`src/core/adc_seq_pkg.sv`:
```
`default_nettype none
package adc_seq_pkg;
    // ************************************************
    // Register byte addresses
    // ************************************************
    localparam logic [11:0] ADDR_CTRL0 = 12'hea0;
    localparam logic [11:0] ADDR_CTRL1 = 12'hea4;
    localparam logic [11:0] ADDR_RES_HIGH = 12'hea8;
    localparam logic [11:0] ADDR_RES_LOW = 12'heac;
    localparam logic [11:0] ADDR_PIN_CFG0 = 12'heb0;
    localparam logic [11:0] ADDR_PIN_CFG1 = 12'heb4;
    localparam logic [11:0] ADDR_TRIG_SEL = 12'heb8;
    localparam logic [11:0] ADDR_STATUS = 12'hebc;
    // ************************************************
    // Fields, masks and reset values
    // ************************************************
    localparam int STAT_DONE_BIT = 0;
    localparam int STAT_MODE12_BIT = 1;
    localparam logic [7:0] PIN_CFG1_MASK = 8'h9f;
    localparam logic [7:0] TRIG_SEL_MASK = 8'h03;
    localparam logic [7:0] REG_RESET = 8'h00;
    localparam logic [1:0] TRIG_COMPARE = 2'h0;
    localparam logic [1:0] TRIG_CHARGE = 2'h1;
    localparam logic [1:0] TRIG_TIMER = 2'h2;
    localparam logic [1:0] TRIG_ALARM = 2'h3;
    localparam logic [2:0] CLK_SEL_RC = 3'h3;
    // ************************************************
    // Timing counts
    // ************************************************
    localparam logic [7:0] INSTR_CYCLE_CLKS = 8'h04;
    localparam logic [4:0] HOLD_TADS = 5'h02;
    localparam logic [4:0] CONV_TADS_10 = 5'h0b;
    localparam logic [4:0] CONV_TADS_12 = 5'h0d;
    // ************************************************
    // Register layouts and states
    // ************************************************
    typedef struct packed {
        logic [1:0] vref_sel;
        logic [3:0] channel_sel;
        logic go;
        logic converter_on;
    } ctrl0_t;
    typedef struct packed {
        logic result_justify;
        logic offset_cal_request;
        logic [2:0] acq_time_sel;
        logic [2:0] conv_clock_sel;
    } ctrl1_t;
    typedef enum logic [2:0] {
        ST_OFF, ST_SAMPLE, ST_DELAY, ST_ACQ, ST_CONV, ST_HOLD
    } seq_state_t;
endpackage
`default_nettype wire

```
`src/core/adc_conversion_sequencer.sv`:
```
// How it works
// - Clearing go mid-conversion aborts it; result bytes keep their old value.
// - After completion or abort, wait two conversion periods before next acquisition.
// - After that wait, sampling of the selected channel resumes by itself.
// - Acquisition code 000 delays conversion start by one instruction cycle.
// - Acquisition code 010 samples four conversion periods, then converts.
// - Trigger select: 00 compare, 01 charge-time, 10 timer, 11 alarm.
// - A selected trigger pulse sets go and starts acquisition.
// - With the converter off, triggers are ignored and go is untouched.
// - A compare trigger always clears its timer, even with converter off.
// - Calibration request makes the next go run an offset calibration.
// - On completion the done flag sets and go clears, unless a selected trigger pulse arrives in the same cycle, which keeps go set.
// - Conversion lasts 11 periods in 10-bit mode, 13 in 12-bit mode.
// - Clock code picks divide 2,4,8,16,32,64 or the RC clock.
//
// The APB interface to the registers was left to the implementer.
`timescale 1ns/1ns
`default_nettype none
module adc_conversion_sequencer #(
    parameter int RES_W = 12
) (
    input wire logic mclk,
    input wire logic resetn,
    input wire logic ce,
    input wire logic psel,
    input wire logic penable,
    input wire logic pwrite,
    input wire logic [11:0] paddr,
    input wire logic [31:0] pwdata,
    output logic [31:0] prdata,
    output logic pready,
    output logic pslverr,
    input wire logic trig_compare,
    input wire logic trig_charge,
    input wire logic trig_timer,
    input wire logic trig_alarm,
    input wire logic rc_clk,
    input wire logic [RES_W-1:0] core_result,
    output logic compare_timer_clear,
    output logic sample_en,
    output logic convert_en,
    output logic cal_en,
    output logic tad_tick,
    output adc_seq_pkg::ctrl0_t ctrl0,
    output adc_seq_pkg::ctrl1_t ctrl1,
    output logic [15:0] pin_analog_sel
);
    import adc_seq_pkg::*;

    // Only a 12-bit core result fits the result byte layout
    if (RES_W != 12) begin : g_res_w_check
        $error("RES_W must be 12");
    end

    // ************************************************
    // Helpers
    // ************************************************
    // Oscillator divide for a clock code
    function automatic logic [6:0] div_of(input logic [2:0] code);
        unique case (code)
            3'h0: div_of = 7'h02;
            3'h4: div_of = 7'h04;
            3'h1: div_of = 7'h08;
            3'h5: div_of = 7'h10;
            3'h2: div_of = 7'h20;
            3'h6: div_of = 7'h40;
            default: div_of = 7'h02;
        endcase
    endfunction

    // Acquisition length in conversion periods
    function automatic logic [4:0] acq_tads(input logic [2:0] code);
        unique case (code)
            3'h0: acq_tads = 5'h00;
            3'h1: acq_tads = 5'h02;
            3'h2: acq_tads = 5'h04;
            3'h3: acq_tads = 5'h06;
            3'h4: acq_tads = 5'h08;
            3'h5: acq_tads = 5'h0c;
            3'h6: acq_tads = 5'h10;
            3'h7: acq_tads = 5'h14;
        endcase
    endfunction

    // ************************************************
    // State
    // ************************************************
    logic [7:0] res_high_reg, res_low_reg, pin_cfg0_reg, pin_cfg1_reg, trig_sel_reg;
    logic done_flag_reg, mode12_reg, cal_run_reg, tick_reg;
    logic [RES_W-1:0] offset_reg;
    logic [6:0] div_cnt_reg;
    logic [2:0] rc_sync_reg;
    logic rc_level_reg;
    logic [7:0] cnt_reg;
    seq_state_t state_reg;

    logic wr_en, rd_en, hit, trig_sel, done_now, abort_now;
    logic [4:0] conv_tads;
    logic [RES_W-1:0] corrected;
    logic [15:0] justified;

    assign wr_en = ce && psel && penable && pready && pwrite;
    assign rd_en = ce && psel && penable && !pready;
    assign hit = paddr inside {ADDR_CTRL0, ADDR_CTRL1, ADDR_RES_HIGH, ADDR_RES_LOW,
                               ADDR_PIN_CFG0, ADDR_PIN_CFG1, ADDR_TRIG_SEL, ADDR_STATUS};
    assign conv_tads = mode12_reg ? CONV_TADS_12 : CONV_TADS_10;

    // Selected hardware trigger
    always_comb begin
        unique case (trig_sel_reg[1:0])
            TRIG_COMPARE: trig_sel = trig_compare;
            TRIG_CHARGE: trig_sel = trig_charge;
            TRIG_TIMER: trig_sel = trig_timer;
            TRIG_ALARM: trig_sel = trig_alarm;
        endcase
    end

    // Completion and abort events
    assign done_now = ce && state_reg == ST_CONV && ctrl0.go && tick_reg
                      && cnt_reg == 8'(conv_tads - 5'h01);
    assign abort_now = ce && !ctrl0.go && ctrl0.converter_on
                       && state_reg inside {ST_DELAY, ST_ACQ, ST_CONV};

    // Offset correction and result placement
    assign corrected = (core_result > offset_reg) ? core_result - offset_reg : '0;
    always_comb begin
        if (mode12_reg) begin
            justified = ctrl1.result_justify ? {4'h0, corrected} : {corrected, 4'h0};
        end else begin
            justified = ctrl1.result_justify ? {6'h00, corrected[11:2]}
                                             : {corrected[11:2], 6'h00};
        end
    end

    // ************************************************
    // APB slave
    // ************************************************
    // One wait state, read data captured with ready
    always_ff @(posedge mclk or negedge resetn) begin
        if (!resetn) begin
            pready <= 1'b0;
            pslverr <= 1'b0;
            prdata <= 32'h0000_0000;
        end else if (ce) begin
            pready <= rd_en;
            pslverr <= rd_en && !hit;
            if (rd_en) begin
                unique case (paddr)
                    ADDR_CTRL0: prdata <= {24'h0, ctrl0};
                    ADDR_CTRL1: prdata <= {24'h0, ctrl1};
                    ADDR_RES_HIGH: prdata <= {24'h0, res_high_reg};
                    ADDR_RES_LOW: prdata <= {24'h0, res_low_reg};
                    ADDR_PIN_CFG0: prdata <= {24'h0, pin_cfg0_reg};
                    ADDR_PIN_CFG1: prdata <= {24'h0, pin_cfg1_reg};
                    ADDR_TRIG_SEL: prdata <= {24'h0, trig_sel_reg};
                    ADDR_STATUS: prdata <= {30'h0, mode12_reg, done_flag_reg};
                    default: prdata <= 32'h0000_0000;
                endcase
            end
        end
    end

    // Plain configuration registers
    always_ff @(posedge mclk or negedge resetn) begin
        if (!resetn) begin
            ctrl1 <= REG_RESET;
            pin_cfg0_reg <= REG_RESET;
            pin_cfg1_reg <= REG_RESET;
            trig_sel_reg <= REG_RESET;
            mode12_reg <= 1'b0;
        end else if (wr_en) begin
            if (paddr == ADDR_CTRL1) ctrl1 <= pwdata[7:0];
            if (paddr == ADDR_PIN_CFG0) pin_cfg0_reg <= pwdata[7:0];
            if (paddr == ADDR_PIN_CFG1) pin_cfg1_reg <= pwdata[7:0] & PIN_CFG1_MASK;
            if (paddr == ADDR_TRIG_SEL) trig_sel_reg <= pwdata[7:0] & TRIG_SEL_MASK;
            if (paddr == ADDR_STATUS) mode12_reg <= pwdata[STAT_MODE12_BIT];
        end
    end

    // Control 0: go is set by software, trigger; cleared by software, completion
    always_ff @(posedge mclk or negedge resetn) begin
        if (!resetn) begin
            ctrl0 <= REG_RESET;
        end else if (ce) begin
            if (wr_en && paddr == ADDR_CTRL0) begin
                ctrl0.vref_sel <= pwdata[7:6];
                ctrl0.channel_sel <= pwdata[5:2];
                ctrl0.converter_on <= pwdata[0];
                ctrl0.go <= pwdata[1] && ctrl0.converter_on;
            end
            if (done_now) begin
                ctrl0.go <= 1'b0;
            end
            if (ctrl0.converter_on && trig_sel) begin
                ctrl0.go <= 1'b1;
            end
        end
    end

    // Result bytes and stored offset
    always_ff @(posedge mclk or negedge resetn) begin
        if (!resetn) begin
            res_high_reg <= REG_RESET;
            res_low_reg <= REG_RESET;
            offset_reg <= '0;
        end else if (done_now && cal_run_reg) begin
            offset_reg <= core_result;
        end else if (done_now) begin
            res_high_reg <= justified[15:8];
            res_low_reg <= justified[7:0];
        end else if (wr_en) begin
            if (paddr == ADDR_RES_HIGH) res_high_reg <= pwdata[7:0];
            if (paddr == ADDR_RES_LOW) res_low_reg <= pwdata[7:0];
        end
    end

    // Done flag, write one to clear, completion wins
    always_ff @(posedge mclk or negedge resetn) begin
        if (!resetn) begin
            done_flag_reg <= 1'b0;
        end else if (done_now) begin
            done_flag_reg <= 1'b1;
        end else if (wr_en && paddr == ADDR_STATUS && pwdata[STAT_DONE_BIT]) begin
            done_flag_reg <= 1'b0;
        end
    end

    // ************************************************
    // Conversion clock
    // ************************************************
    // RC clock synchroniser and filter
    always_ff @(posedge mclk or negedge resetn) begin
        if (!resetn) begin
            rc_sync_reg <= 3'h0;
            rc_level_reg <= 1'b0;
        end else if (ce) begin
            rc_sync_reg <= {rc_sync_reg[1:0], rc_clk};
            if (rc_sync_reg[1] == rc_sync_reg[2]) rc_level_reg <= rc_sync_reg[2];
        end
    end

    // Period tick from divider or RC rising edge
    always_ff @(posedge mclk or negedge resetn) begin
        if (!resetn) begin
            div_cnt_reg <= 7'h00;
            tick_reg <= 1'b0;
        end else if (ce) begin
            if (ctrl1.conv_clock_sel == CLK_SEL_RC) begin
                div_cnt_reg <= 7'h00;
                tick_reg <= rc_sync_reg[1] && rc_sync_reg[2] && !rc_level_reg;
            end else if (div_cnt_reg >= div_of(ctrl1.conv_clock_sel) - 7'h01) begin
                div_cnt_reg <= 7'h00;
                tick_reg <= 1'b1;
            end else begin
                div_cnt_reg <= div_cnt_reg + 7'h01;
                tick_reg <= 1'b0;
            end
        end
    end

    // ************************************************
    // Sequencer
    // ************************************************
    always_ff @(posedge mclk or negedge resetn) begin
        if (!resetn) begin
            state_reg <= ST_OFF;
            cnt_reg <= 8'h00;
            cal_run_reg <= 1'b0;
        end else if (ce) begin
            if (!ctrl0.converter_on) begin
                state_reg <= ST_OFF;
                cnt_reg <= 8'h00;
            end else if (abort_now) begin
                state_reg <= ST_HOLD;
                cnt_reg <= 8'h00;
            end else begin
                unique case (state_reg)
                    ST_OFF: state_reg <= ST_SAMPLE;
                    ST_SAMPLE: begin
                        cnt_reg <= 8'h00;
                        cal_run_reg <= ctrl1.offset_cal_request;
                        if (ctrl0.go && acq_tads(ctrl1.acq_time_sel) == 5'h00) begin
                            state_reg <= ST_DELAY;
                        end else if (ctrl0.go) begin
                            state_reg <= ST_ACQ;
                        end
                    end
                    ST_DELAY: begin
                        cnt_reg <= cnt_reg + 8'h01;
                        if (cnt_reg == INSTR_CYCLE_CLKS - 8'h01) begin
                            state_reg <= ST_CONV;
                            cnt_reg <= 8'h00;
                        end
                    end
                    ST_ACQ: if (tick_reg) begin
                        cnt_reg <= cnt_reg + 8'h01;
                        if (cnt_reg == 8'(acq_tads(ctrl1.acq_time_sel) - 5'h01)) begin
                            state_reg <= ST_CONV;
                            cnt_reg <= 8'h00;
                        end
                    end
                    ST_CONV: if (tick_reg) begin
                        cnt_reg <= cnt_reg + 8'h01;
                        if (done_now) begin
                            state_reg <= ST_HOLD;
                            cnt_reg <= 8'h00;
                        end
                    end
                    ST_HOLD: if (tick_reg) begin
                        cnt_reg <= cnt_reg + 8'h01;
                        if (cnt_reg == 8'(HOLD_TADS - 5'h01)) begin
                            state_reg <= ST_SAMPLE;
                        end
                    end
                endcase
            end
        end
    end

    // ************************************************
    // Outputs to the analog core and timers
    // ************************************************
    always_ff @(posedge mclk or negedge resetn) begin
        if (!resetn) begin
            sample_en <= 1'b0;
            convert_en <= 1'b0;
            cal_en <= 1'b0;
            tad_tick <= 1'b0;
            compare_timer_clear <= 1'b0;
            pin_analog_sel <= 16'h0000;
        end else if (ce) begin
            sample_en <= state_reg inside {ST_SAMPLE, ST_DELAY, ST_ACQ};
            convert_en <= state_reg == ST_CONV;
            cal_en <= state_reg == ST_CONV && cal_run_reg;
            tad_tick <= tick_reg;
            compare_timer_clear <= trig_compare;
            pin_analog_sel <= {pin_cfg1_reg, pin_cfg0_reg};
        end
    end

    // ************************************************
    // Checks
    // ************************************************
    logic [4:0] conv_ticks;
    always_ff @(posedge mclk or negedge resetn) begin
        if (!resetn) begin
            conv_ticks <= 5'h00;
        end else if (ce && state_reg != ST_CONV) begin
            conv_ticks <= 5'h00;
        end else if (ce && tick_reg) begin
            conv_ticks <= conv_ticks + 5'h01;
        end
    end

    a_abort_keeps: assert property (@(posedge mclk) disable iff (!resetn)
        abort_now && !wr_en |=> $stable(res_high_reg) && $stable(res_low_reg)
        && state_reg == ST_HOLD) else $error("abort changed result");
    a_hold_two: assert property (@(posedge mclk) disable iff (!resetn)
        ce && state_reg == ST_HOLD && ctrl0.converter_on && cnt_reg == 8'h00 && tick_reg
        |=> state_reg == ST_HOLD) else $error("hold too short");
    a_resume_sample: assert property (@(posedge mclk) disable iff (!resetn)
        ce && state_reg == ST_HOLD && ctrl0.converter_on && tick_reg && cnt_reg == 8'h01
        |=> state_reg == ST_SAMPLE) else $error("sampling not resumed");
    a_delay_one: assert property (@(posedge mclk) disable iff (!resetn)
        ce && state_reg == ST_SAMPLE && ctrl0.go && ctrl0.converter_on
        && ctrl1.acq_time_sel == 3'h0 |=> state_reg == ST_DELAY)
        else $error("no start delay");
    a_acq_four: assert property (@(posedge mclk) disable iff (!resetn)
        ce && state_reg == ST_ACQ && ctrl0.go && ctrl0.converter_on && tick_reg
        && ctrl1.acq_time_sel == 3'h2 && cnt_reg < 8'h03 |=> state_reg == ST_ACQ)
        else $error("acquisition too short");
    a_trig_ignored: assert property (@(posedge mclk) disable iff (!resetn)
        ce && !ctrl0.converter_on && !wr_en |=> !ctrl0.go || $past(ctrl0.go))
        else $error("trigger set go while off");
    a_trig_sets_go: assert property (@(posedge mclk) disable iff (!resetn)
        ce && ctrl0.converter_on && trig_sel |=> ctrl0.go) else $error("trigger lost");
    a_timer_clear: assert property (@(posedge mclk) disable iff (!resetn)
        ce && trig_compare |=> compare_timer_clear) else $error("timer not cleared");
    a_done_flag: assert property (@(posedge mclk) disable iff (!resetn)
        done_now && !trig_sel |=> !ctrl0.go && done_flag_reg) else $error("done missing");
    a_conv_len: assert property (@(posedge mclk) disable iff (!resetn)
        done_now |-> conv_ticks + 5'h01 == conv_tads) else $error("wrong conversion length");
endmodule
`default_nettype wire

```
`config.mk`:
```
export PLATFORM = sky130hd
export DESIGN_NAME = adc_conversion_sequencer
export DESIGN_NICKNAME = d
export VERILOG_FILES = /design/src/core/adc_seq_pkg.sv /design/src/core/adc_conversion_sequencer.sv
export SDC_FILE = /design/constraint.sdc
export NUM_CORES = 1
export LEC_CHECK = 0
export BUFFER_PORTS_ARGS = -buffer_cell sky130_fd_sc_hd__buf_2
export CAP_MARGIN = 0
export CELL_PAD_IN_SITES_DETAIL_PLACEMENT = 2
export CELL_PAD_IN_SITES_GLOBAL_PLACEMENT = 2
export CORE_MARGIN = 2
export CORE_UTILIZATION = 35
export DETAILED_ROUTE_END_ITERATION = 16
export PLACE_DENSITY = 0.82
export REMOVE_ABC_BUFFERS = 1
export SLEW_MARGIN = 20
export SYNTH_ARGS = -nofsm -noshare
export SYNTH_HDL_FRONTEND = slang
export SYNTH_SLANG_ARGS = --single-unit
```
`constraint.sdc`:
```
create_clock -name mclk -period 3.4 [get_ports mclk]
set_input_delay 0.17 -clock mclk [delete_from_list [all_inputs] [get_ports mclk]]
set_output_delay 0.17 -clock mclk [all_outputs]
set_load 0.02 [all_outputs]
```
After elaboration in Yosys (flattened, before gate mapping)
Memory sizes are Yosys's and may differ from the RTL's.
Index checks and enable logic that the tools add are counted.
- word-level logic and storage cells: 187
- bits in read-only memories: 64
- flip-flop bits (word level): 139
- memories: 2
- bits of input ports: 67
- output and inout bits: 71
- memory list (name ; words ; bits a word ; rd ports ; clocked after memory_dff ; wr ports ; RTL line ; text):
    (no name shown) ; 8 ; 4 ; 1 ; 0 ; 0 ; adc_conversion_sequencer.sv:73 ; unique case (code)
    (no name shown) ; 8 ; 4 ; 1 ; 0 ; 0 ; adc_conversion_sequencer.sv:73 ;
- equal/unequal tests: 36
- reductions and logical operators: 52
- add/subtract/negate cells: 6
- $lt $le $gt $ge: 2
- bitwise logic cells: 2
- muxes and demuxes: 55
- operator list (kind ; count):
    two-way mux 8 bit ; 14
    equality test 12 bit (second input constant) ; 8
    one-hot mux 8 bit (8 select lines) ; 1
    two-way mux 16 bit ; 3
    two-way mux 5 bit ; 9
    one-hot mux 8 bit (5 select lines) ; 1
    two-way mux 3 bit ; 12
    one-hot mux 7 bit (5 select lines) ; 1
    two-way mux 7 bit ; 4
    inequality test 4 bit (second input constant) ; 7
    logical AND 1 bit ; 23
    one-hot mux 3 bit (6 select lines) ; 1
    AND reduction 2 bit ; 9
    equality test 8 bit ; 2
    equality test 3 bit (second input constant) ; 5
    equality test 3 x 2 -> 1 bit (second input constant) ; 4
    greater-than comparator 12 bit ; 1
    two-way mux 12 bit ; 1
    subtractor 12 bit ; 1
    AND reduction 9 bit ; 1
    nonzero test 3 bit ; 3
    adder 8 x 1 -> 8 bit (second input constant) ; 1
    equality test 8 x 1 -> 1 bit (second input constant) ; 1
    equality test 8 x 2 -> 1 bit (second input constant) ; 1
    24 further kinds ; 39

Longest topological paths before layout
Gate-level depths: netlist of the first run.
- word-level depth: 14
- gate-level depth with buffers: 11
- gate-level depth less buffers: 11

Worst setup path before layout of the first run
OpenSTA, ideal clock, no wires.
- path kind: flip-flop to flip-flop
- start: reg ctrl1[0] (netlist bit)
- end: reg div_cnt_reg[3]
- required time: 3319 ps
- stages on the path, launching flop included: 12
- period minus slack after synthesis: 2825 ps
- path buffers: 1
- library setup time: 81 ps
- arrival time: 2744 ps
- setup slack: 575 ps
- path through: dfrtp_1 > clkbuf_1 > nor3_1 > a21o_1 > ha_1 > a21o_1 > a21o_1 > a21o_1 > a2111oi_0 > o21ai_1 > o21ai_0 > o2bb2ai_1
- longest elaborated chain between the ends: 8
- elaborated cells between the ends (all ways): 13
- classes of those cells: add/sub: 1; order compare: 1; eq/ne: 6; mux: 5
- ends and longest elaborated chain (item ; RTL line ; text):
    start: declaration ; adc_conversion_sequencer.sv:45 ; output adc_seq_pkg::ctrl1_t ctrl1,
    start signal: assignment ; adc_conversion_sequencer.sv:172 ; if (paddr == ADDR_CTRL1) ctrl1 <= pwdata[7:0];
    equality test 3 bit (tied with other cells) ; adc_conversion_sequencer.sv:60 ; unique case (code)
    one-hot mux 7 bit (5 select lines) ; adc_conversion_sequencer.sv:60 ;
    two-way mux 7 bit ; adc_conversion_sequencer.sv:248 ; if (ctrl1.conv_clock_sel == CLK_SEL_RC) begin
    two-way mux 7 bit ; adc_conversion_sequencer.sv:247 ; end else if (ce) begin
    subtractor 7 x 1 -> 7 bit ; adc_conversion_sequencer.sv:251 ; end else if (div_cnt_reg >= div_of(ctrl1.conv_clock_sel) - 7'h01) begin
    greater-or-equal comparator 7 bit ; adc_conversion_sequencer.sv:251 ;
    two-way mux 7 bit ; adc_conversion_sequencer.sv:251 ;
    two-way mux 7 bit * ; adc_conversion_sequencer.sv:248 ;
    end signal: assignment ; adc_conversion_sequencer.sv:255 ; div_cnt_reg <= div_cnt_reg + 7'h01;
    end: declaration ; adc_conversion_sequencer.sv:91 ; logic [6:0] div_cnt_reg;
Mark *: on every way between the ends. The rest lies on a longest branch, timed or not. The select of a mux whose other input is x is not followed.
A chain may end at the register's enable or synchronous reset.

Final worst setup path of the first run
- start: reg cnt_reg[4]
- end: reg res_low_reg[6]
- longest elaborated chain between the ends: 5
- elaborated cells between the ends (all ways): 8
- classes of those cells: eq/ne: 1; mux: 1; bitwise: 1; reduce/logical: 5
- ends and longest elaborated chain (item ; RTL line ; text):
    start: declaration ; adc_conversion_sequencer.sv:94 ; logic [7:0] cnt_reg;
    start signal: assignment ; adc_conversion_sequencer.sv:289 ; cnt_reg <= cnt_reg + 8'h01;
    start signal: assignment ; adc_conversion_sequencer.sv:296 ; cnt_reg <= cnt_reg + 8'h01;
    start signal: assignment ; adc_conversion_sequencer.sv:303 ; cnt_reg <= cnt_reg + 8'h01;
    equality test 8 bit * ; adc_conversion_sequencer.sv:120 ; && cnt_reg == 8'(conv_tads - 5'h01);
    logical AND 1 bit * ; adc_conversion_sequencer.sv:120 ;
    logical AND 1 bit ; adc_conversion_sequencer.sv:206 ; end else if (done_now && cal_run_reg) begin
    inverter 1 bit (no source line) ; - ;
    AND reduction 3 bit (no source line) ; - ;
    end signal: assignment ; adc_conversion_sequencer.sv:210 ; res_low_reg <= justified[7:0];
    end signal: assignment ; adc_conversion_sequencer.sv:213 ; if (paddr == ADDR_RES_LOW) res_low_reg <= pwdata[7:0];
    end: declaration ; adc_conversion_sequencer.sv:88 ; logic [7:0] res_high_reg, res_low_reg, pin_cfg0_reg, pin_cfg1_reg, trig_sel_reg;
Mark *: on every way between the ends. The rest lies on a longest branch, timed or not.

==> summary by stage, run 1 <==
Run status
The run finished with clean final reports.

GRT
The number of global-route vias before repair came to between 6,000 and 7,000. The first-pass GRT wire length is approximately 39 mm. For this run the aggregate overflow at the end of global routing stands at 0. Entering global routing, the biggest net connects 63 pins. For this run, the total global-route usage over all layers was measured as 0.230. The number of antenna violations at the first check in global routing is 0.

Route
The amount of wire on met3 after detailed routing is a little under 900 um. The routed length per instance is between 20 and 25 um. The first TritonRoute pass finished after 9 iterations. The highest routing layer actually used is met4.

The number of nets still failing antenna checks after routing is 0. The number of DRC violations after detailed routing is 0. In the final routing, the length of wire on met1 measures ~9.6 mm. The routed wire length is 23.8 mm. The average vias per placed instance is approximately 5.6. Summing over every cut layer, the via total after detailed routing is between 6,000 and 7,000. For this block, the initial DRC count from the detailed router was 271. Detailed routing placed a total of about 13 mm of wire on met2.

Critical path
Traced cell by cell, the critical path runs through or4_4 > or4_4 > or3_1 > nor2_1 > a41o_1 > nor2_1 > o32a_1. The largest fanout on the critical path is 11. The slowest stage of the critical path belongs to the cell sky130_fd_sc_hd__or4_4. The kind of cell adding the most delay to the critical path is simple AND/OR/NAND/NOR gates.

The sort of element at the start of the critical path is a register. The critical path in this run is classified as reg2reg. The critical path required time is roughly 3700 ps.

The worst endpoint data arrival time is approximately 3600 ps. The kind of end point of the critical path is a register. On the worst path, the slowest cell contributes a delay of 590 ps. The number of buffers and inverters on the critical path is 0.

Floorplanning
The number of placement rows is 51. The starting density of the core is 0.358. The vertical extent of the die is 146 um. The number of I/O pins is 138. The core area is ~0.02 mm^2. The floorplan step defined a die boundary enclosing 0.0212 mm^2.

The die boundary width is between 100 and 150 um.

Clock network
The CTS H-tree depth is 4. The clock tree from TritonCTS is built. The clock reaches the later pin of the worst-skew pair after about 420 ps.

The root buffer cell is sky130_fd_sc_hd__clkbuf_16. Clock-pin slew was measured on the worst setup and hold paths at 60 ps. The post-CTS setup repair buffer count is 0. The clock drives approximately 120 sinks.

The longest clock path from root to sink contains 2 buffers. Counting the buffers created by CTS gives 17.

Placement
The detailed-placement wirelength estimate is 17.1 mm. The worst setup slack before clock tree synthesis is between 150 and 200 ps. The congestion estimate from routability-driven global placement came to 0.920.

Port buffering added 87 buffers. In this run the cell area measured after placement is 0.00763 mm^2.

STA
The tightest hold path in the finished design has a slack of around 12 ps. The final-layout setup total negative slack is 0 ps. The number of setup violations in the final report is 0. The shortest period the worst path allows is approximately 3200 ps. The final count of hold timing violations is 0. The total count of max-transition violations in the final report was 0.

Setup repair after global routing left no endpoint under its margin. Static timing analysis puts the maximum clock frequency at between 300 and 400 MHz. Between clock sinks in the finished design, the worst skew comes to ~11 ps. Once routing completed, OpenROAD measured the worst setup slack at approximately 150 ps. In the finished design, the share of the clock period the worst path needs comes to 0.954.

For the pin with the worst max-slew slack, the measured transition is ~1000 ps. The headroom to the max-slew limit is 0.320.

Logic synthesis
The synthesized netlist occupies a cell area of about 0.0070 mm^2. The synthesized design contains 0 enable-type register cells. The post-synthesis sequential area ratio is 0.410. The number of synthesis warnings is 0. The netlist uses 75 different library cells.

The average size of a mapped cell is about 9.9 um^2. The number of flip-flops and latches in the synthesized netlist is 115. The most used flip-flop cell after synthesis is sky130_fd_sc_hd__dfrtp_1. The synthesized instance count is about 710. The fraction of registers with async set/reset is 1.00.

Layout
The fraction of layout instances using a drive strength above 1 is 0.264. With fillers left out, the area of the finished cells amounts to 0.00827 mm^2. The area growth from synthesis to layout is 17.9%. The register with the most flip-flops in the layout has 14 of them. After the last flow step, the layout net total stands at just under 900.

Hold path
The kind of path behind the tightest hold check is in2reg.

Power and ir drop
The analysis attributes to cell leakage a power of 3.88 nW. The worst vdd rail ir drop is between 0.3 and 0.4 mV. The ratio of total power to cell area is 464 mW/mm^2.

Summing internal, switching and leakage power gives 3.83 mW.

Job
The number of maximum-capacitance constraint violations is 0.
==> cell type report <==
| cell class | instances | area (um^2) |
|---|---|---|
| multi-input combinational | 523 | 3760 |
| inverter | 32 | 120 |
| sequential | 115 | 2880 |
| antenna | 1 | 2.50 |
| fill | 2172 | 11300 |
| clock buffer | 18 | 429 |
| clock inverter | 14 | 154 |
| tap | 265 | 332 |
| timing repair buffer | 104 | 588 |
==> path summary, 6_finish.rpt <==
check / from / end / slack, ps / cells past startpoint
setup / recovery: cnt_reg[4]$_DFFE_PN0P_ / res_low_reg[6]$_DFFE_PN0P_ / 150 / 7
hold / removal: core_result[10] / offset_reg[10]$_DFFE_PN0P_ / 10 / 2
setup reg to reg: cnt_reg[4]$_DFFE_PN0P_ / res_low_reg[6]$_DFFE_PN0P_ / 150 / 7
hold reg to reg: prdata[7]$_DFFE_PN0P_ / prdata[7]$_DFFE_PN0P_ / 480 / 1
max in group asynchronous: resetn / div_cnt_reg[2]$_DFFE_PN0P_ / 2220 / 3
min in group asynchronous: resetn / tick_reg$_DFFE_PN0P_ / 370 / 2
==> cells in the final DEF, fill, tap and decap left out, drive strengths merged, types with 5 or more instances in the layout <==
master	synthesis	final
a21o	10	10
a21oi	25	25
a22oi	8	8
a31oi	9	9
and3	9	9
buf	33	100
clkbuf	29	18
clkinv	1	6
conb	2	27
dfrtp	115	115
ha	24	24
inv	31	35
mux2	72	72
mux2i	6	6
nand2	58	58
nand2b	11	11
nand3	19	19
nand3b	8	8
nor2	42	42
nor2b	12	12
nor3	13	13
nor3b	6	6
nor4b	7	7
o211ai	8	8
o21a	8	8
o21ai	36	36
o22a	5	5
o22ai	9	9
or3	6	6
xnor2	8	8
==> through the flow <==
step	utilization	instances
after floorplan	-	670
after global placement	0.390	1035
after detailed placement	0.390	1035
after CTS	0.421	1071
after global routing	0.422	1071
final	0.422	1072
==> power breakdown <==
| part | switching [mW] | internal (mW) | total (mW) |
|---|---|---|---|
| Sequential | 0.0658 | 1.42 | 1.49 |
| Combinational | 0.328 | 0.202 | 0.530 |
| Clock | 0.727 | 1.09 | 1.81 |
| Total | 1.12 | 2.71 | 3.83 |
==> synth_stat cells (all sizes together) (13+ instances only) <==
cell type,count,share of area
nor3,13,0.010
nand3,19,0.014
mux2,72,0.12
nand2,58,0.031
a21oi,25,0.018
buf,33,0.035
dfrtp,115,0.41
clkbuf,29,0.016
o21ai,36,0.026
inv,31,0.017
ha,24,0.043
nor2,42,0.022
==> cell families (layout without fill, tap and decap cells) <==
kind of cell,Yosys count,count (layout),share of synthesized area
multiplexers,81,81,0.134
other,2,28,0.00107
buffers and inverters,94,168,0.0678
XOR/XNOR,10,10,0.0125
AO/OA/AOI/OAI,171,171,0.173
AND/OR/NAND/NOR,209,209,0.156
adder cells (fa/ha/maj),25,25,0.0457
flip-flops,115,115,0.410
==> layer usage <==
metal  vias to the layer above  GRT usage
li1                       2739          -
met1                      3135      0.269
met2                       122      0.427
met3                        36     0.0436
met4                         0     0.0657
met5                         -          0
==> timing repair <==
| item | 4_1_cts | 5_1_grt |
|---|---|---|
| endpoints found under the setup margin | 0 | 4 |
| gates resized for setup | 0 | 2 |
| hold buffers | 4 | 0 |
| hold endpoints to repair | 56 | 0 |
Note: power is estimated with default switching activity, not from simulation.
==> inputs of run 2 (changes only) <==
--- a/config.mk
+++ b/config.mk
@@ -10,9 +10,9 @@
 export CELL_PAD_IN_SITES_DETAIL_PLACEMENT = 2
 export CELL_PAD_IN_SITES_GLOBAL_PLACEMENT = 2
 export CORE_MARGIN = 2
-export CORE_UTILIZATION = 35
+export CORE_UTILIZATION = 38
 export DETAILED_ROUTE_END_ITERATION = 16
-export PLACE_DENSITY = 0.82
+export PLACE_DENSITY = 0.88
 export REMOVE_ABC_BUFFERS = 1
 export SLEW_MARGIN = 20
 export SYNTH_ARGS = -nofsm -noshare
==> constraint.sdc (replaced) <==
create_clock -name mclk -period 3.9 [get_ports mclk]
set_input_delay 0.195 -clock mclk [delete_from_list [all_inputs] [get_ports mclk]]
set_output_delay 0.195 -clock mclk [all_outputs]
set_load 0.02 [all_outputs]
==> run 2 against run 1 <==
  * Sequential share of layout area up 0.40 points
  * Sequential cell count unchanged
  * Largest cell class unchanged
  * Highest routed layer unchanged
  * Global-route usage up 3.1 points
==> summary by stage, run 2 (synthesized netlist as in run 1, its figures left out) <==
Clock network
The number of sinks driven by the clock tree is 115 (unchanged). The deepest clock path buffer count is 2 (unchanged). The CTS H-tree depth is 4 (unchanged). The number of buffers created by CTS was 17 (unchanged). The clock transition at the registers of the reported paths is 60 ps (about the same). The post-CTS setup repair buffer count is 0 (unchanged).

TritonCTS built the clock tree. The root buffer cell is sky130_fd_sc_hd__clkbuf_16. The worst-skew pair later-pin latency is 430 ps (about the same).

Layout
The area growth from synthesis to final layout is 16.5%. Leaving out fill and tap cells, the most frequent cell in the layout is sky130_fd_sc_hd__dfrtp_1. The count of antenna diodes in the layout is 0 (-1). The number of flip-flops in the largest register was 14 (unchanged). The fraction of layout instances using a drive strength above 1 was 0.258 (-0.00580). The count of nets after finishing is 877 (-0.90%).

In the layout the commonest cells are 115 x sky130_fd_sc_hd__dfrtp_1, 86 x sky130_fd_sc_hd__buf_2, 72 x sky130_fd_sc_hd__mux2_2.

STA
The total count of max-transition violations in the final report is 0 (unchanged). The highest clock rate is 282 MHz (-8.6%). The final critical-path share of the clock period is 0.910 (-0.0440).

The shortest period the worst path allows is 3550 ps (+305 ps). The final-layout setup total negative slack is 0 ps (unchanged). The slew at the pin with the worst max-slew slack came to 1050 ps (+46.3 ps). The number of setup violations in the final report is 0 (unchanged). The headroom to the max-slew limit is 0.289 (-0.0312). Setup repair after global routing left no endpoint under its margin. The final count of hold timing violations came to 0 (unchanged). The worst-case clock skew is 8.02 ps (-2.68 ps).

Placement
The detailed-placement wirelength estimate is 16.9 mm (-1.1%). The final weighted congestion in routability-driven placement is 0.891 (-3.2%). The quantity of I/O buffers inserted on ports was 87 (unchanged).

Critical path
The worst flop-to-flop path startpoint is cnt_reg[4]$_DFFE_PN0P_. The worst endpoint data arrival time is 3870 ps (+320 ps). The path depth of the worst reg2reg path was 7 (unchanged).

The critical path required time came to 4220 ps (+510 ps). The sort of element at the start of the critical path is a register. The endpoint identified for the worst register-to-register timing path is res_low_reg[2]$_DFFE_PN0P_. The largest fanout on the critical path is 16 (+5). The kind of end point of the critical path is a register.

The register-to-register setup slack is 350 ps (+190 ps). The critical path is of the reg2reg type.

GRT
The first-pass GRT wire length is 39.9 mm (+3.2%). The overall fraction of global-route tracks in use is 0.261 (+0.0315). The global-route congestion overflow total is 0 (unchanged).

The number of antenna violations at the first check in global routing is 0 (unchanged). The number of global-route vias before repair is 6,889 (+0.70%). The pin count of the biggest net entering global routing is 116 (+84%).

Route
The average vias per placed instance is 5.95 (+5.7%). The count of routing violations after the opening detailed-route iteration is 318 (+17%). The number of nets still failing antenna checks after routing is 0 (unchanged). The via count of the routed design came to 6,103 (+1.2%).

The detailed-routing iteration count for the pre-antenna-repair pass is 5 (-4). The number of DRC violations after detailed routing is 0 (unchanged). The routed wire length was 24.9 mm (+4.8%). The routed length per instance came to 24.3 um (+9.5%).

Power and ir drop
The worst vdd rail ir drop is 0.320 mV (-9.8%). The ratio of total power to cell area came to 419 mW/mm^2 (-9.7%). The total power is 3.42 mW (-11%). The leakage power total is 3.86 nW (-0.56%).

Hold path
The kind of path behind the tightest hold check is in2reg. The count of cells along the worst hold path was 2 (unchanged). The path with the worst hold slack has its endpoint at offset_reg[7]$_DFFE_PN0P_.

The launch instance of the worst min-delay path is core_result[7].

Floorplanning
The starting density of the core is 0.389 (+0.0311). The core area came to 0.0180 mm^2 (-8.0%). The number of I/O pins is 138 (unchanged). The area enclosed by the die boundary is 0.0196 mm^2 (-7.7%).

The vertical extent of the die is 140 um (-3.9%). The die boundary width was 140 um (-3.9%). The number of placement rows was 49 (-3.9%).

Run status
The run finished with clean final reports.

Job
The number of maximum-capacitance constraint violations is 0 (unchanged).
-- run 2: changes by cell type in the layout (fill, tap and decap cells not counted), sizes merged --
cell,previous run,this run
buf,100,94
bufinv,2,3
clkbuf,18,22
clkinv,6,4
diode,1,0
dlygate4sd3,4,2
inv,35,31
-- run 2: power breakdown --
part           internal, mW  switching (mW)  total [mW]  leakage, nW
Clock                  1.06           0.600        1.66        0.294
Combinational         0.172           0.285       0.457         1.99
Sequential             1.24          0.0568        1.30         1.58
-- run 2: worst max path at each step --
| stage | startpoint | to | slack, ps | depth (start not counted) |
|---|---|---|---|---|
| global placement | cnt_reg[4]$_DFFE_PN0P_ | res_high_reg[1]$_DFFE_PN0P_ | 620 | 7 |
| CTS | cnt_reg[4]$_DFFE_PN0P_ | res_low_reg[2]$_DFFE_PN0P_ | 360 | 7 |
| detailed placement | cnt_reg[4]$_DFFE_PN0P_ | res_high_reg[0]$_DFFE_PN0P_ | 430 | 7 |
| finish | cnt_reg[4]$_DFFE_PN0P_ | res_low_reg[2]$_DFFE_PN0P_ | 350 | 7 |
| global route | cnt_reg[4]$_DFFE_PN0P_ | res_low_reg[2]$_DFFE_PN0P_ | 230 | 7 |
| floorplan | cnt_reg[4]$_DFFE_PN0P_ | res_high_reg[0]$_DFFE_PN0P_ | 1000 | 7 |
-- run 2: per-layer routing --
| layer | GRT usage | vias to the layer above | routed length, um |
|---|---|---|---|
| met1 | 0.298 | 3176 | 9900 |
| met5 | 0 | - | 0 |
| met2 | 0.479 | 152 | 13400 |
| met3 | 0.0526 | 61 | 806 |
| met4 | 0.101 | 0 | 737 |
| li1 | - | 2714 | - |
-- run 2: timing repair --
item                                   CTS  global route
resized for setup                        0             0
hold buffers                             2             0
endpoints found under the hold margin  116             0
-- run 2: stage by stage --
stage / cell area, um^2 / util / worst slack, ps / hold slack [ps] / std cells
2_1_floorplan: 6750 / - / 999 / -101 / 670
3_3_place_gp: 7540 / 0.418 / 622 / 336 / 993
3_5_place_dp: 7540 / 0.418 / 431 / 341 / 993
4_1_cts: 8170 / 0.453 / 363 / 9.92 / 1026
5_1_grt: 8170 / 0.453 / 231 / 19.0 / 1026
6_report: 8170 / 0.453 / 349 / 20.8 / 1026
-- run 2: final cells by class --
type                            instances  area (um^2)
Tap cell                              229          287
Fill cell                            1901         9850
Timing Repair Buffer                   96          523
Clock buffer                           22          484
Clock inverter                          9          128
Inverter                               32          120
Multi-Input combinational cell        523         3750
Sequential cell                       115         2880
-- run 2: worst max-delay path: stages, from the launching register on --
cell and delay, ps:
sky130_fd_sc_hd__dfrtp_1 460, sky130_fd_sc_hd__or4_4 590, sky130_fd_sc_hd__or4_4 530, sky130_fd_sc_hd__or3_1 700, sky130_fd_sc_hd__nor2_1 350, sky130_fd_sc_hd__a41o_1 440, sky130_fd_sc_hd__nor2_1 120, sky130_fd_sc_hd__a31oi_1 240
==> inputs of run 3 (changes only) <==
--- a/config.mk
+++ b/config.mk
@@ -10,9 +10,10 @@
 export CELL_PAD_IN_SITES_DETAIL_PLACEMENT = 2
 export CELL_PAD_IN_SITES_GLOBAL_PLACEMENT = 2
 export CORE_MARGIN = 2
-export CORE_UTILIZATION = 38
+export CORE_UTILIZATION = 25
+export CTS_BUF_LIST = sky130_fd_sc_hd__clkbuf_4 sky130_fd_sc_hd__clkbuf_8 sky130_fd_sc_hd__clkbuf_16
 export DETAILED_ROUTE_END_ITERATION = 16
-export PLACE_DENSITY = 0.88
+export PLACE_DENSITY = 0.62
 export REMOVE_ABC_BUFFERS = 1
 export SLEW_MARGIN = 20
 export SYNTH_ARGS = -nofsm -noshare
==> constraint.sdc (replaced) <==
create_clock -name mclk -period 3.9 [get_ports mclk]
set_input_delay 0.195 -clock mclk [delete_from_list [all_inputs] [get_ports mclk]]
set_output_delay 0.195 -clock mclk [all_outputs]
set_load 0.1 [all_outputs]
==> run 3 against run 2 <==
  * Via count fell by 4.7%
  * Non-clock buffer count up 2
  * Core utilization down 15 points
  * Critical path type unchanged
  * Clock-buffer cell count is 1 lower
  * Register-to-register slack improved by 190 ps
  * Cell area up 2.4%
  * Routed wire length down 12%
  * Setup slack better by 190 ps
  * Largest cell class unchanged
  * Hold slack gained 2.1 ps
  * First-iteration DRC count decreased by 39%
==> summary by stage, run 3 (synthesized netlist as in run 1, its figures left out) <==
Critical path
The largest fanout on the critical path is 16 (unchanged). The register-to-register setup slack was 540 ps (+190 ps). The kind of end point of the critical path is a register. The sort of element at the start of the critical path is a register.

The worst endpoint data arrival time is 3660 ps (-210 ps). The critical path required time is 4210 ps (about the same). The worst setup path is of the reg2reg kind.

Layout
The number of filler instances in the final layout is 3,113 (+64%). The final instance count without filler cells came to 1,178 (+15%). The final instance area was 0.00837 mm^2 (+2.4%). Leaving out fill and tap cells, the most frequent cell in the layout is sky130_fd_sc_hd__dfrtp_1. The count of nets after finishing is 879 (+0.23%). The library cells used most frequently in the layout, excluding fill and tap cells, are 115 x sky130_fd_sc_hd__dfrtp_1, 86 x sky130_fd_sc_hd__buf_2, 72 x sky130_fd_sc_hd__mux2_2. The area growth from synthesis to final layout is 19.3%. The count of antenna diodes in the layout is 0 (unchanged). The fraction of layout instances using a drive strength above 1 came to 0.264 (+0.00528).

The number of flip-flops in the largest register was 14 (unchanged).

Placement
The cell area reported after detailed placement is 0.00775 mm^2 (+2.8%). The final weighted congestion in routability-driven placement was 0.763 (-14%). The quantity of I/O buffers inserted on ports is 87 (unchanged). The detailed-placement wirelength estimate is 16.2 mm (-4.1%). The number of cells after detailed placement came to 1,145 (+15%).

STA
The slew at the pin with the worst max-slew slack is 925 ps (-129 ps). The shortest period the worst path allows is 3360 ps (-194 ps). The highest clock rate is 298 MHz (+5.8%). The headroom to the max-slew limit is 0.383 (+0.0948). The total count of max-transition violations in the final report is 0 (unchanged). The final-layout setup total negative slack is 0 ps (unchanged). The final count of hold timing violations is 0 (unchanged). The number of setup violations in the final report came to 0 (unchanged). The final critical-path share of the clock period came to 0.861 (-0.0499).

Setup repair after global routing left no endpoint under its margin. The worst-case clock skew is 9.75 ps (+1.72 ps).

GRT
The pin count of the biggest net entering global routing is 66 (-43%). The overall fraction of global-route tracks in use came to 0.158 (-0.103). The first-pass GRT wire length is 35.4 mm (-11%). The met1 track utilization from global routing is 0.201 (-0.0972). The number of global-route vias before repair is 6,169 (-10%). The fraction of met2 tracks used by global routing is 0.278 (-0.201). The peak-usage layer in the global routing report is met2. The number of antenna violations at the first check in global routing is 0 (unchanged). The global-route congestion overflow total is 0 (unchanged). The global routing usage on met3 came to 0.0283 (-0.0243).

Route
The number of nets still failing antenna checks after routing was 0 (unchanged). The average vias per placed instance is 4.94 (-17%). The routed length per instance is 18.7 um (-23%). The detailed-routing iteration count for the pre-antenna-repair pass is 4 (-1). The via count of the routed design is 5,817 (-4.7%). The count of routing violations after the opening detailed-route iteration is 195 (-39%). The number of DRC violations after detailed routing came to 0 (unchanged).

The routed wire length is 22.0 mm (-12%).

Power and ir drop
The total power came to 3.49 mW (+2.0%). The worst vdd rail ir drop was 0.163 mV (-49%). The ratio of total power to cell area is 417 mW/mm^2 (-0.36%). The leakage power total is 3.87 nW (+0.44%).

Clock network
The clock transition at the registers of the reported paths came to 60 ps (about the same). The quantity of hold-fixing buffers added after cts is 1 (-1). The worst-skew pair later-pin latency is 420 ps (about the same). TritonCTS built the clock tree. The CTS H-tree depth is 4 (unchanged). The number of buffers created by CTS is 17 (unchanged).

The post-cts resize count was 0 (unchanged). The deepest clock path buffer count came to 2 (unchanged). The number of sinks driven by the clock tree came to 115 (unchanged). The tree is rooted in a sky130_fd_sc_hd__clkbuf_16. The post-CTS setup repair buffer count came to 0 (unchanged).

Floorplanning
The starting density of the core is 0.253 (-0.136). The vertical extent of the die is 171 um (+23%). The area enclosed by the die boundary was 0.0294 mm^2 (+50%). The die boundary width came to 171 um (+23%).

The core area is 0.0277 mm^2 (+54%). The number of placement rows came to 61 (+24%). The number of I/O pins is 138 (unchanged).

Run status
The run finished with clean final reports.

Job
The number of maximum-capacitance constraint violations was 0 (unchanged).

Hold path
The kind of path behind the tightest hold check is in2reg.
## run 3: cell types whose count changed in the layout (fill, tap and decap cells not counted)
cell / change
sky130_fd_sc_hd__clkinv_4: +4
sky130_fd_sc_hd__clkbuf_1: -1
sky130_fd_sc_hd__inv_6: +1
sky130_fd_sc_hd__clkinvlp_4: -2
sky130_fd_sc_hd__bufinv_16: -1
sky130_fd_sc_hd__dlygate4sd3_1: -1
sky130_fd_sc_hd__buf_4: +3
## run 3: final timing paths
| kind | startpoint | end | cells after the start |
|---|---|---|---|
| max | cnt_reg[4]$_DFFE_PN0P_ | res_high_reg[1]$_DFFE_PN0P_ | 7 |
| min | rc_clk | rc_sync_reg[0]$_DFFE_PN0P_ | 2 |
| max reg2reg | cnt_reg[4]$_DFFE_PN0P_ | res_high_reg[1]$_DFFE_PN0P_ | 7 |
| min reg2reg | prdata[3]$_DFFE_PN0P_ | prdata[3]$_DFFE_PN0P_ | 1 |
| max in group asynchronous | resetn | offset_reg[8]$_DFFE_PN0P_ | 3 |
| min in group asynchronous | resetn | rc_sync_reg[1]$_DFFE_PN0P_ | 2 |
## run 3: stage by stage
stage               hold slack [ps]  utilization  setup WS [ps]
global route                   12.7        0.302            306
CTS                            4.50        0.302            509
detailed placement              402        0.280            553
finish                         22.9        0.302            544
floorplan                      -101            -            672
global placement                405        0.280            565
## run 3: power breakdown
group	switching [mW]	internal (mW)	leakage, nW	total (mW)
Combinational	0.403	0.170	2.00	0.573
Clock	0.610	1.01	0.299	1.62
Sequential	0.0537	1.24	1.58	1.30
## run 3: final cells by class
type,instances,area (um^2),share of cell area
timing repair buffer,98,536,0.0640
inverter,32,120,0.0144
multi-input combinational,523,3750,0.449
sequential,115,2880,0.344
tap,378,473,0.0565
clock buffer,21,480,0.0574
clock inverter,11,126,0.0151
## run 3: routing by layer
| metal | part of all wire | wire (um) |
|---|---|---|
| met1 | 0.45 | 9840 |
| met2 | 0.52 | 11400 |
| met3 | 0.028 | 608 |
| met4 | 0.0066 | 146 |
| met5 | 0 | 0 |
## run 3: worst max-delay path, stage by stage, from the launching register on
cell	delay [ps]
sky130_fd_sc_hd__dfrtp_1	470
sky130_fd_sc_hd__or4_4	590
sky130_fd_sc_hd__or4_4	530
sky130_fd_sc_hd__or3_1	680
sky130_fd_sc_hd__nor2_1	290
sky130_fd_sc_hd__a41o_2	330
sky130_fd_sc_hd__o2111ai_1	160
sky130_fd_sc_hd__o22a_1	180
